## src/core/sic_defs.svh

```systemverilog
`ifndef SIC_DEFS_SVH
`define SIC_DEFS_SVH

// ==========================================================
// bus geometry
`define SIC_ADDR_W 5
`define SIC_DATA_W 16
`define SIC_SCR_N 8

// ==========================================================
// register offsets (word index on the plain register port)
`define SIC_OFS_IO_LO 5'h00
`define SIC_OFS_IO_HI 5'h01
`define SIC_OFS_SCR0 5'h02
`define SIC_OFS_CTRL 5'h0A
`define SIC_OFS_DMA 5'h0B
`define SIC_OFS_PWR 5'h0C
`define SIC_OFS_STAT 5'h0D

// ==========================================================
// control register fields
`define SIC_CTRL_DBG 0
`define SIC_CTRL_I2C 1
`define SIC_CTRL_ADC 2
`define SIC_CTRL_TMR 3

// dma register fields
`define SIC_DMA_MODE_LO 0
`define SIC_DMA_LOCK 2

// power register fields
`define SIC_PWR_STOP 0
`define SIC_PWR_STOP_LK 1
`define SIC_PWR_WAIT 2
`define SIC_PWR_WAIT_LK 3
`define SIC_PWR_SR12 4
`define SIC_PWR_SR12_LK 5
`define SIC_PWR_SR27_LO 6
`define SIC_PWR_SR27_LK 8

// status register fields
`define SIC_STAT_FAST 6

// ==========================================================
// reset values and constants
`define SIC_RST_IO_BASE 24'h000000
`define SIC_RST_SCR 16'h0000
`define SIC_RST_CAUSE 6'h00
`define SIC_CAUSE_POR 6'h01
`define SIC_DIV_NORMAL 3'h2
`define SIC_DIV_FAST 3'h4

`endif

```

## src/core/sic_pkg.sv

```systemverilog
package sic_pkg;
    `include "sic_defs.svh"

    // ==========================================================
    // enumerations
    typedef enum logic [1:0] {
        SIC_PM_RUN,
        SIC_PM_WAIT,
        SIC_PM_STOP
    } sic_pwr_mode_t;

    typedef enum logic [1:0] {
        SIC_DMA_OFF,
        SIC_DMA_RUN,
        SIC_DMA_RUN_WAIT,
        SIC_DMA_ALL
    } sic_dma_mode_t;

    typedef enum logic [1:0] {
        SIC_SR27_NORMAL,
        SIC_SR27_STANDBY,
        SIC_SR27_POWERDOWN
    } sic_sr27_mode_t;

    // ==========================================================
    // carriers
    typedef struct packed {
        logic [`SIC_ADDR_W-1:0] addr;
        logic [`SIC_DATA_W-1:0] wdata;
        logic wr;
        logic rd;
    } sic_bus_req_t;

    // cause bits: 0 por, 1 ext, 2 ref loss, 3 cpu, 4 sw, 5 window
    typedef struct packed {
        logic [23:0] io_base;
        logic dbg_clk_en;
        logic dma_en;
        logic stop_enter_en;
        logic wait_enter_en;
        logic sr12_standby;
        sic_sr27_mode_t sr27_mode;
        logic i2c_ctrl_sel;
        logic adc_reorder;
        logic tmr_one_master;
        logic fast_mode;
        logic [2:0] core_flash_div;
        logic [5:0] cause;
    } sic_out_t;
endpackage

```

## src/core/sic_top.sv

```systemverilog
// Function
// - hold 24-bit short I/O address base
// - scratch words read back unchanged
// - debug clock always on or tap-gated
// - dma off, run, run+wait, or all
// - locked dma variant freezes field until reset
// - i2c trigger from controller or target
// - readable normal or fast speed mode
// - bit reorders adc scan control bits
// - select which interval timer is master
// - flag cause of most recent reset
// - external flag when pin outlasts power-on
// - stop entry control with lock variants
// - wait entry control with lock variants
// - 1.2v regulator normal/standby, lockable
// - 2.7v regulator normal/standby/powerdown
// - one cause shown, fixed priority order
// - fast 4:4:1, normal 2:2:1 clock ratio
// - timer zero or timer one master
//
// The register addresses and the strobed register port were decided locally.
`timescale 1ns/1ns
`default_nettype none
`include "sic_defs.svh"

module sic_top
    import sic_pkg::*;
(
    // clock and reset
    input wire logic i_clk_sys,
    input wire logic i_rst_n,
    // register port
    input wire sic_pkg::sic_bus_req_t i_bus,
    output var logic [`SIC_DATA_W-1:0] o_rdata,
    // chip status inputs
    input wire sic_pkg::sic_pwr_mode_t i_pwr_mode,
    input wire logic i_tap_en,
    input wire logic i_fast_mode,
    // reset sources, levels seen while reset is held
    input wire logic i_por,
    input wire logic i_ext_rst_pin,
    input wire logic i_wd_ref_loss,
    input wire logic i_wd_cpu_tmo,
    input wire logic i_sw_rst,
    input wire logic i_wd_win_tmo,
    // settings to the rest of the chip
    output var sic_pkg::sic_out_t o_ctl
);
    import sic_pkg::*;

    // ==========================================================
    // state
    typedef struct packed {
        logic [`SIC_SCR_N-1:0][`SIC_DATA_W-1:0] scr; // scratch words
        logic dbg_always;         // debug clock free running
        sic_dma_mode_t dma_mode;  // dma behaviour
        logic dma_lock;           // dma field frozen
        logic stop_blk;           // stop instruction ignored
        logic stop_lock;
        logic wait_blk;           // wait instruction ignored
        logic wait_lock;
        logic sr12_lock;
        logic sr27_lock;
        logic [5:0] pend;         // causes seen during reset
        logic rel;                // capture done after release
        logic [`SIC_DATA_W-1:0] rdata;
        sic_out_t out;
    } sic_state_t;

    sic_state_t st_reg; // registered state
    sic_state_t st_next; // next state
    logic [5:0] src; // raw reset sources

    assign src = {i_wd_win_tmo, i_sw_rst, i_wd_cpu_tmo, i_wd_ref_loss,
                  i_ext_rst_pin, i_por};

    // ==========================================================
    // helpers
    // address falls in the scratch window
    function automatic logic is_scr(input logic [`SIC_ADDR_W-1:0] a);
        return (a >= `SIC_OFS_SCR0) &&
               (a < `SIC_OFS_SCR0 + 5'(`SIC_SCR_N));
    endfunction

    // keep only the highest ranked cause, lowest bit wins
    function automatic logic [5:0] pick_cause(input logic [5:0] p);
        pick_cause = 6'h00;
        for (int k = 5; k >= 0; k--) begin
            if (p[k]) begin
                pick_cause = 6'h01 << k;
            end
        end
    endfunction

    // ==========================================================
    // next state
    always_comb begin
        logic [2:0] idx;
        idx = 3'(i_bus.addr - `SIC_OFS_SCR0);
        st_next = st_reg;
        st_next.rdata = `SIC_DATA_W'(0);
        // power-on wipes the history, so a pin still held after it
        // is what remains recorded
        if (!i_rst_n) begin
            if (i_por) begin
                st_next.pend = `SIC_CAUSE_POR;
            end else if (i_ext_rst_pin) begin
                // pin outlasting power-on replaces the power-on flag
                st_next.pend = (st_reg.pend | src) & ~`SIC_CAUSE_POR;
            end else begin
                st_next.pend = st_reg.pend | src;
            end
        end
        if (!i_rst_n) begin
            // every setting returns to default and every lock opens
            st_next.scr = '0;
            for (int k = 0; k < `SIC_SCR_N; k++) begin
                st_next.scr[k] = `SIC_RST_SCR;
            end
            st_next.dbg_always = 1'b0;
            st_next.dma_mode = SIC_DMA_OFF;
            st_next.dma_lock = 1'b0;
            st_next.stop_blk = 1'b0;
            st_next.stop_lock = 1'b0;
            st_next.wait_blk = 1'b0;
            st_next.wait_lock = 1'b0;
            st_next.sr12_lock = 1'b0;
            st_next.sr27_lock = 1'b0;
            st_next.rel = 1'b0;
            st_next.out = '0;
            st_next.out.io_base = `SIC_RST_IO_BASE;
            st_next.out.cause = `SIC_RST_CAUSE;
            st_next.out.core_flash_div = `SIC_DIV_NORMAL;
        end else begin
            // first cycle after release latches one cause
            if (!st_reg.rel) begin
                st_next.out.cause = pick_cause(st_reg.pend);
                st_next.pend = 6'h00;
                st_next.rel = 1'b1;
            end
            // register writes, address decode
            if (i_bus.wr) begin
                if (i_bus.addr == `SIC_OFS_IO_LO) begin
                    st_next.out.io_base[15:0] = i_bus.wdata;
                end else if (i_bus.addr == `SIC_OFS_IO_HI) begin
                    st_next.out.io_base[23:16] = i_bus.wdata[7:0];
                end else if (is_scr(i_bus.addr)) begin
                    st_next.scr[idx] = i_bus.wdata;
                end else if (i_bus.addr == `SIC_OFS_CTRL) begin
                    st_next.dbg_always = i_bus.wdata[`SIC_CTRL_DBG];
                    st_next.out.i2c_ctrl_sel = i_bus.wdata[`SIC_CTRL_I2C];
                    st_next.out.adc_reorder = i_bus.wdata[`SIC_CTRL_ADC];
                    st_next.out.tmr_one_master =
                        i_bus.wdata[`SIC_CTRL_TMR];
                end else if (i_bus.addr == `SIC_OFS_DMA) begin
                    // locked field drops the write entirely
                    if (!st_reg.dma_lock) begin
                        st_next.dma_mode = sic_dma_mode_t'(
                            i_bus.wdata[`SIC_DMA_MODE_LO +: 2]);
                        st_next.dma_lock = i_bus.wdata[`SIC_DMA_LOCK];
                    end
                end else if (i_bus.addr == `SIC_OFS_PWR) begin
                    // each field carries its own lock
                    if (!st_reg.stop_lock) begin
                        st_next.stop_blk = i_bus.wdata[`SIC_PWR_STOP];
                        st_next.stop_lock = i_bus.wdata[`SIC_PWR_STOP_LK];
                    end
                    if (!st_reg.wait_lock) begin
                        st_next.wait_blk = i_bus.wdata[`SIC_PWR_WAIT];
                        st_next.wait_lock = i_bus.wdata[`SIC_PWR_WAIT_LK];
                    end
                    if (!st_reg.sr12_lock) begin
                        st_next.out.sr12_standby =
                            i_bus.wdata[`SIC_PWR_SR12];
                        st_next.sr12_lock = i_bus.wdata[`SIC_PWR_SR12_LK];
                    end
                    // code 3 has no meaning, so the whole field write is
                    // dropped rather than guessing a mode
                    if (!st_reg.sr27_lock &&
                        i_bus.wdata[`SIC_PWR_SR27_LO +: 2] != 2'h3) begin
                        st_next.out.sr27_mode = sic_sr27_mode_t'(
                            i_bus.wdata[`SIC_PWR_SR27_LO +: 2]);
                        st_next.sr27_lock = i_bus.wdata[`SIC_PWR_SR27_LK];
                    end
                end
            end
            // register reads, unmapped reads return zero
            if (i_bus.rd) begin
                if (i_bus.addr == `SIC_OFS_IO_LO) begin
                    st_next.rdata = st_reg.out.io_base[15:0];
                end else if (i_bus.addr == `SIC_OFS_IO_HI) begin
                    st_next.rdata = {8'h00, st_reg.out.io_base[23:16]};
                end else if (is_scr(i_bus.addr)) begin
                    st_next.rdata = st_reg.scr[idx];
                end else if (i_bus.addr == `SIC_OFS_CTRL) begin
                    st_next.rdata = {12'h000, st_reg.out.tmr_one_master,
                                     st_reg.out.adc_reorder,
                                     st_reg.out.i2c_ctrl_sel,
                                     st_reg.dbg_always};
                end else if (i_bus.addr == `SIC_OFS_DMA) begin
                    st_next.rdata = {13'h0000, st_reg.dma_lock,
                                     st_reg.dma_mode};
                end else if (i_bus.addr == `SIC_OFS_PWR) begin
                    st_next.rdata = {7'h00, st_reg.sr27_lock,
                                     st_reg.out.sr27_mode,
                                     st_reg.sr12_lock,
                                     st_reg.out.sr12_standby,
                                     st_reg.wait_lock, st_reg.wait_blk,
                                     st_reg.stop_lock, st_reg.stop_blk};
                end else if (i_bus.addr == `SIC_OFS_STAT) begin
                    st_next.rdata = {9'h000, st_reg.out.fast_mode,
                                     st_reg.out.cause};
                end
            end
            // derived outputs follow the settings just written
            st_next.out.dbg_clk_en = st_next.dbg_always | i_tap_en;
            st_next.out.stop_enter_en = ~st_next.stop_blk;
            st_next.out.wait_enter_en = ~st_next.wait_blk;
            case (st_next.dma_mode)
                SIC_DMA_OFF: st_next.out.dma_en = 1'b0;
                SIC_DMA_RUN: st_next.out.dma_en = (i_pwr_mode == SIC_PM_RUN);
                SIC_DMA_RUN_WAIT: begin
                    st_next.out.dma_en = (i_pwr_mode != SIC_PM_STOP);
                end
                default: st_next.out.dma_en = 1'b1;
            endcase
            st_next.out.fast_mode = i_fast_mode;
            st_next.out.core_flash_div =
                i_fast_mode ? `SIC_DIV_FAST : `SIC_DIV_NORMAL;
        end
    end

    // ==========================================================
    // state register, reset handled in the next-state logic
    always_ff @(posedge i_clk_sys) begin
        st_reg <= st_next;
    end

    assign o_rdata = st_reg.rdata;
    assign o_ctl = st_reg.out;

    // ==========================================================
    // checks
    a_io_base_lo: assert property (
        @(posedge i_clk_sys) disable iff (!i_rst_n)
        (i_bus.wr && i_bus.addr == `SIC_OFS_IO_LO)
        |=> o_ctl.io_base[15:0] == $past(i_bus.wdata))
        else $error("short io base low half not stored");

    a_scratch_readback: assert property (
        @(posedge i_clk_sys) disable iff (!i_rst_n)
        (i_bus.wr && is_scr(i_bus.addr)) ##1
        (i_bus.rd && i_bus.addr == $past(i_bus.addr) && !i_bus.wr)
        |=> o_rdata == $past(i_bus.wdata, 2))
        else $error("scratch word did not read back");

    a_dbg_clk_gate: assert property (
        @(posedge i_clk_sys) disable iff (!i_rst_n)
        (st_reg.rel && !i_bus.wr && !st_reg.dbg_always)
        |=> o_ctl.dbg_clk_en == $past(i_tap_en))
        else $error("debug clock not gated by tap enable");

    a_dma_run_only: assert property (
        @(posedge i_clk_sys) disable iff (!i_rst_n)
        (st_reg.dma_mode == SIC_DMA_RUN && !i_bus.wr &&
         i_pwr_mode == SIC_PM_WAIT) |=> !o_ctl.dma_en)
        else $error("dma enabled in wait while run only");

    a_dma_lock_hold: assert property (
        @(posedge i_clk_sys) disable iff (!i_rst_n)
        (st_reg.dma_lock && i_bus.wr && i_bus.addr == `SIC_OFS_DMA)
        |=> $stable(st_reg.dma_mode) && st_reg.dma_lock)
        else $error("locked dma field changed");

    a_stop_lock_hold: assert property (
        @(posedge i_clk_sys) disable iff (!i_rst_n)
        (st_reg.stop_lock && i_bus.wr && i_bus.addr == `SIC_OFS_PWR)
        |=> $stable(o_ctl.stop_enter_en))
        else $error("locked stop field changed");

    a_sr27_code: assert property (
        @(posedge i_clk_sys) disable iff (!i_rst_n)
        o_ctl.sr27_mode != 2'h3)
        else $error("2.7v regulator in undefined mode");

    a_cause_onehot: assert property (
        @(posedge i_clk_sys) disable iff (!i_rst_n)
        $onehot0(o_ctl.cause))
        else $error("more than one reset cause shown");

    a_cause_por_wins: assert property (
        @(posedge i_clk_sys) disable iff (!i_rst_n)
        (i_rst_n && !st_reg.rel && st_reg.pend[0])
        |=> o_ctl.cause == `SIC_CAUSE_POR ##1 $stable(o_ctl.cause))
        else $error("power-on cause not captured and held");

    a_clock_ratio: assert property (
        @(posedge i_clk_sys) disable iff (!i_rst_n)
        i_fast_mode |=> o_ctl.core_flash_div == `SIC_DIV_FAST)
        else $error("fast mode ratio wrong");

    a_io_base_hi: assert property (
        @(posedge i_clk_sys) disable iff (!i_rst_n)
        (i_bus.wr && i_bus.addr == `SIC_OFS_IO_HI)
        |=> o_ctl.io_base[23:16] == $past(i_bus.wdata[7:0]))
        else $error("short io base high byte not stored");

    a_dma_all_modes: assert property (
        @(posedge i_clk_sys) disable iff (!i_rst_n)
        (st_reg.dma_mode == SIC_DMA_ALL && !i_bus.wr) |=> o_ctl.dma_en)
        else $error("dma off while enabled in all modes");

    a_dma_lock_set: assert property (
        @(posedge i_clk_sys) disable iff (!i_rst_n)
        (i_bus.wr && i_bus.addr == `SIC_OFS_DMA &&
         i_bus.wdata[`SIC_DMA_LOCK]) |=> st_reg.dma_lock)
        else $error("dma lock not taken");

    a_wait_lock_hold: assert property (
        @(posedge i_clk_sys) disable iff (!i_rst_n)
        (st_reg.wait_lock && i_bus.wr && i_bus.addr == `SIC_OFS_PWR)
        |=> $stable(o_ctl.wait_enter_en))
        else $error("locked wait field changed");

    a_sr12_lock_hold: assert property (
        @(posedge i_clk_sys) disable iff (!i_rst_n)
        (st_reg.sr12_lock && i_bus.wr && i_bus.addr == `SIC_OFS_PWR)
        |=> $stable(o_ctl.sr12_standby))
        else $error("locked 1.2v regulator field changed");

    // the next two watch the capture while reset is held
    a_por_clears: assert property (
        @(posedge i_clk_sys)
        (!i_rst_n && i_por) |=> st_reg.pend == `SIC_CAUSE_POR)
        else $error("power-on did not clear reset history");

    a_ext_after_por: assert property (
        @(posedge i_clk_sys)
        (!i_rst_n && !i_por && i_ext_rst_pin)
        |=> st_reg.pend[1] && !st_reg.pend[0])
        else $error("held reset pin not recorded over power-on");

    a_cause_held: assert property (
        @(posedge i_clk_sys) disable iff (!i_rst_n)
        (i_rst_n && st_reg.rel) |=> $stable(o_ctl.cause))
        else $error("reset cause changed outside reset");

endmodule

`default_nettype wire

```

## config.mk

```make
export PLATFORM = sky130hd
export DESIGN_NAME = sic_top
export DESIGN_NICKNAME = d
export VERILOG_FILES = /design/src/core/sic_pkg.sv /design/src/core/sic_top.sv
export VERILOG_INCLUDE_DIRS = /design/src /design/src/core
export SDC_FILE = /design/constraint.sdc
export NUM_CORES = 1
export LEC_CHECK = 0
export ABC_AREA = 1
export BUFFER_PORTS_ARGS = -buffer_cell sky130_fd_sc_hd__clkbuf_2
export CAP_MARGIN = 20
export CORE_ASPECT_RATIO = 1.1
export CORE_MARGIN = 1.5
export CORE_UTILIZATION = 40
export DETAILED_ROUTE_END_ITERATION = 12
export GPL_ROUTABILITY_DRIVEN = 0
export PLACE_DENSITY = 0.55
export SLEW_MARGIN = 40
export SYNTH_ARGS = -nofsm -noshare
export SYNTH_HDL_FRONTEND = slang
export SYNTH_SLANG_ARGS = --single-unit
```

## constraint.sdc

```tcl
create_clock -name i_clk_sys -period 3.6 [get_ports i_clk_sys]
set_input_delay 1.08 -clock i_clk_sys [delete_from_list [all_inputs] [get_ports i_clk_sys]]
set_output_delay 1.08 -clock i_clk_sys [all_outputs]
set_load 0.02 [all_outputs]
```

# Yosys cells after proc, flatten, opt, wreduce, memory -nomap -nowiden

Index checks and enable logic that the tools add are counted.

Register bits after elaboration: 205
Bits of input ports: 35
Output and inout bits: 60
Word-level logic and storage cells: 126

Add/sub/neg operators: 1
$lt $le $gt $ge: 4
Eq/ne operators: 19
Multiplexer cells: 41
Bitwise logic cells: 10
Reductions and logical operators: 17

Operator list:

| cell                 | count |
|---|---|
| $mux W138            | 4 |
| $bwmux W128          | 1 |
| $mux W128            | 1 |
| $mux W16             | 5 |
| $mux W6              | 11 |
| $bmux W16 S3         | 1 |
| $demux W16 S3        | 1 |
| $mux W9              | 4 |
| $reduce_and A8 Y1    | 3 |
| $eq A5 B4 Y1 const B | 4 |
| $mux W7              | 2 |
| $ne A2 B2 Y1 const B | 7 |
| $mux W10             | 1 |
| $ne A2 B1 Y1 const B | 5 |
| $mux W3              | 3 |
| $not A1 Y1           | 8 |
| $reduce_and A7 Y1    | 1 |
| $or A6 B6 Y6         | 1 |
| $reduce_and A6 Y1    | 1 |
| $eq A5 B1 Y1 const B | 1 |
| $ge A5 B2 Y1 const B | 1 |
| $logic_not A5 Y1     | 1 |
| $lt A5 B4 Y1 const B | 1 |
| $reduce_and A5 Y1    | 1 |
| 15 further kinds     | 23 |

# Depth between registers and ports, before layout

Depth in word-level cells: 13
Depth in mapped cells: 15
Depth with buffers taken out: 15

# Least setup slack after synthesis

No wires, ideal clock.

Path kind: input -> register
Start point: in i_bus[19] in the netlist's numbering
End point: reg st_reg[136] in the netlist's numbering
Setup time: 119 ps
Arrival time: 2527 ps
Required time: 3481 ps
Setup slack: 954 ps
Cell stages on the path: 13
Path buffers: 2
Path through: inv_2 -> ha_1 -> inv_1 -> a21oi_1 -> nand2_2 -> inv_2 -> nand2_1 -> nand2_2 -> buf_6 -> nand2_2 -> buf_2 -> o21ai_1 -> a21oi_1

Cells in the longest elaborated chain, start to end: 11
Elaborated cells on any way between the ends: 21
Classes of those cells: 1 x add/sub; 4 x order compare; 4 x eq/ne; 8 x mux; 4 x reduce/logical

Ends and longest elaborated chain:

| what                                                               | RTL line       | source |
|---|---|---|
| from (decl)                                                        | sic_top.sv:33  | `input wire sic_pkg::sic_bus_req_t i_bus,` |
| $sub A3 B2 Y3 (no source line)                                     | -              |  |
| $lt A3 B4 Y1 (implied by the code) or $ge A3 B1 Y1 (tied branches) | sic_top.sv:148 | `st_next.scr[idx] = i_bus.wdata;` |
| $logic_and A1 B1 Y1 (implied by the code)                          | sic_top.sv:148 |  |
| $mux W16 (implied by the code)                                     | sic_top.sv:148 |  |
| $demux W16 S3                                                      | sic_top.sv:148 |  |
| $bwmux W128                                                        | sic_top.sv:148 |  |
| $mux W128                                                          | sic_top.sv:147 | `end else if (is_scr(i_bus.addr)) begin` |
| $mux W138                                                          | sic_top.sv:145 | `` end else if (i_bus.addr == `SIC_OFS_IO_HI) begin `` |
| $mux W138                                                          | sic_top.sv:143 | `` if (i_bus.addr == `SIC_OFS_IO_LO) begin `` |
| $mux W138                                                          | sic_top.sv:142 | `if (i_bus.wr) begin` |
| $mux W138                                                          | sic_top.sv:114 | `if (!i_rst_n) begin` |
| to (signal assigned)                                               | sic_top.sv:236 | `st_reg <= st_next;` |
| to (decl)                                                          | sic_top.sv:70  | `sic_state_t st_reg;` |

Several ways; a longest one is shown, not always the timed one. The select of a mux whose other input is x is not followed.
A chain may end at the register's enable or synchronous reset.

# Final worst setup path

Start point: in i_bus[19] in the netlist's numbering
End point: reg st_reg[183] in the netlist's numbering

Same word-level chain as after synthesis.

==> reports/metrics.cfg <==
[placed_design]
numPortBuffers = 93
hpwlAfterDp_microns = 20700
dpl-instance-area_sq_um = 10100
dpl.cell_count = 1720

[synthesis]
synth_seq_cells = 203
yosysSeqAreaShare_pct = 41.5
synth_area_leaders = dfxtp_1, nand2_1, a21oi_1
synth_top_flop_cell = dfxtp_1
synth_edf_count = 0
postSynthAreaPerCell_sq_um = 6.87
synth_common_cells = nand2_1, a21oi_1, dfxtp_1, nor2_1, inv_1
ys_async_sr_fraction_pct = 0
yosysTopAreaCell = dfxtp_1
ys_warn_count = 0
synth_cells = 1427
ys_types = 37
synth_area_sq_um = 9800
syn_nets = 1467
synth_top_area_share_pct = 41.5
synth.most_common_cell = nand2_1

[clock_tree]
htree_levels = 1
cts_tree = yes
clkSinkCount = 203
hold_buffers = 0
cts_setup_buffers = 0
cts-buffers-inserted = 24
clkTransAtPathRegs_ns = 0.06
worstSkewPairLatency_ns = 0.51
postCtsResizedCells = 0
cts-root-buf = clkbuf_16
cts_buffer_depth = 3

[sta]
min_period_over_period_pct = 81.0
slew_headroom_pct = 56.3
tightest_slew_ns = 0.654
fin_skew_ns = 0.0146
drv_slew = 0
period_minus_slack_ns = 2.92
hold_violations = 0
setup_viol = 0
rsz0062_at_grt = no
fmax_mhz = 343
fin_setup_tns_ns = 0

[pwr]
powerDensity_nw_per_um2 = 492
p_seq_share_pct = 44.4
p_int_uw = 3890
total_power_uw = 5330
p_sw_uw = 1440
p_clk_share_pct = 43.6
ir_drop_mv = 0.290
p_leak_uw = 0.00429
swShare_pct = 27.0
pwr-share-comb_pct = 12.0

[setup_path]
path_buf_inv = 5
critPathTopFamily = buffers and inverters
cp_common_cell = nand2_2
crit_chain = clkbuf_2, inv_2, ha_1, inv_1, a21oi_1, nand2_2, inv_2, nand2_1, nand2_2, buf_4, nand2_2, o21ai_0, a21oi_1
critPathLaunchType = input port
worstPathRequired_ns = 3.98
end_kind = register
crit_fanout = 24
crit_slowest_cell = nand2_2
path_class = in2reg
arrival_ns = 3.29
cpPeakStageDelay_ns = 0.37

[detailed_routing]
viasPerCell = 5.27
vias = 9278
route.detailed.drc = 0
route.final.wire_length_microns = 30700
wl_per_cell_microns = 17.5
postRouteAntennaNets = 0
initialDrtViolationCount = 587
firstDrtPassIters = 5

[layout]
fin_cells = 1759
finalInstanceArea_sq_um = 10800
drive_gt1_share_pct = 13.5
diodes = 0
synthToLayoutAreaGrowth_pct = 10.6
fin_util_pct = 45.5
layout.nets = 1481
largest_reg_flops = 145

[min_path]
hold_path.class = reg2reg

[grt]
grt_pass1_wl_microns = 48300
grt_max_degree = 61
antenna_found_initial = 0
grt_pass1_vias = 8596
grt_overflow = 0
grt_usage_pct = 23.6

[flow_run]
drv_cap = 0

[floorplanning]
rows = 59
die_h_microns = 167
die_w_microns = 152
die_area_sq_um = 25500
core_area_sq_um = 23800
start_util_pct = 41.1
io_pins = 95

[outcome]
status = completed

-- metrics by stage --
| stage | hold slack (ns) | setup WS (ns) |
|---|---|---|
| floorplan | 0.424 | 0.954 |
| global placement | 0.434 | 0.262 |
| detailed placement | 0.443 | 0.177 |
| CTS | 0.452 | 0.710 |
| global route | 0.467 | 0.482 |
| finish | 0.452 | 0.684 |
-- power groups by stage --
stage	Combinational (uW)	Sequential [uW]	Clock, uW
finish	641	2370	2320
detailed placement	640	2420	0
global placement	635	2410	0
floorplan	439	2400	0
CTS	641	2370	2350
global route	703	2370	2450
-- layout by cell type, fill, tap and decap left out, types with 2 or more instances in the layout --
cell,instances
a211oi_1,5
a21oi_1,205
a22oi_1,4
buf_4,30
clkbuf_1,7
clkbuf_16,25
clkbuf_2,93
clkbuf_8,3
clkinv_1,2
clkinv_2,2
dfxtp_1,203
ha_1,5
inv_1,114
inv_2,5
nand2_1,294
nand2_2,16
nand2_4,2
nand3_1,91
nand3_2,7
nand4_1,13
nor2_1,179
nor2_2,6
nor3_1,4
o2111ai_1,16
o211ai_1,4
o21ai_0,86
o21ai_1,18
o22ai_1,2
-- cell type report --
class	count	area, sq um
multi-input combinational	966	4490
inverter	122	460
tap	305	382
fill	2525	13000
sequential	203	4060
clock inverter	4	47.5
clock buffer	35	693
timing repair buffer	124	711
-- tightest hold or removal path, delay by kind of cell, from the launching register on --
| family | cells | cell delay (ns) |
|---|---|---|
| compound gates | 1 | 0.05 |
| buf+inv | 1 | 0.06 |
| flops | 1 | 0.29 |
-- kinds of logic after synthesis --
logic type,count (synthesis),synth area share (%)
fa+ha+maj,5,0.638
buf+inv,258,12.8
simple gates,615,26.3
compound gates,345,18.8
other cells,1,0.0383
flops,203,41.5
-- layer usage --
layer	share of wire (%)	vias to the layer above	global-route usage [%]
met5	0	-	0
met4	2.8	0	7.72
met3	5.5	51	2.59
met2	48	267	40.2
met1	44	4330	31.1
li1	-	4630	-
-- worst paths after layout --
kind / depth (start not counted) / to / slack [ns] / start
worst min register to register: 2 / st_reg[133] / 0.45 / st_reg[133]
worst min-delay path: 2 / st_reg[133] / 0.45 / st_reg[133]
worst max-delay path: 13 / st_reg[183] / 0.68 / i_bus[19]
worst max register to register: 13 / o_ctl[18] / 2.28 / st_reg[73]
No activity file was read; power rests on OpenSTA's default activity.
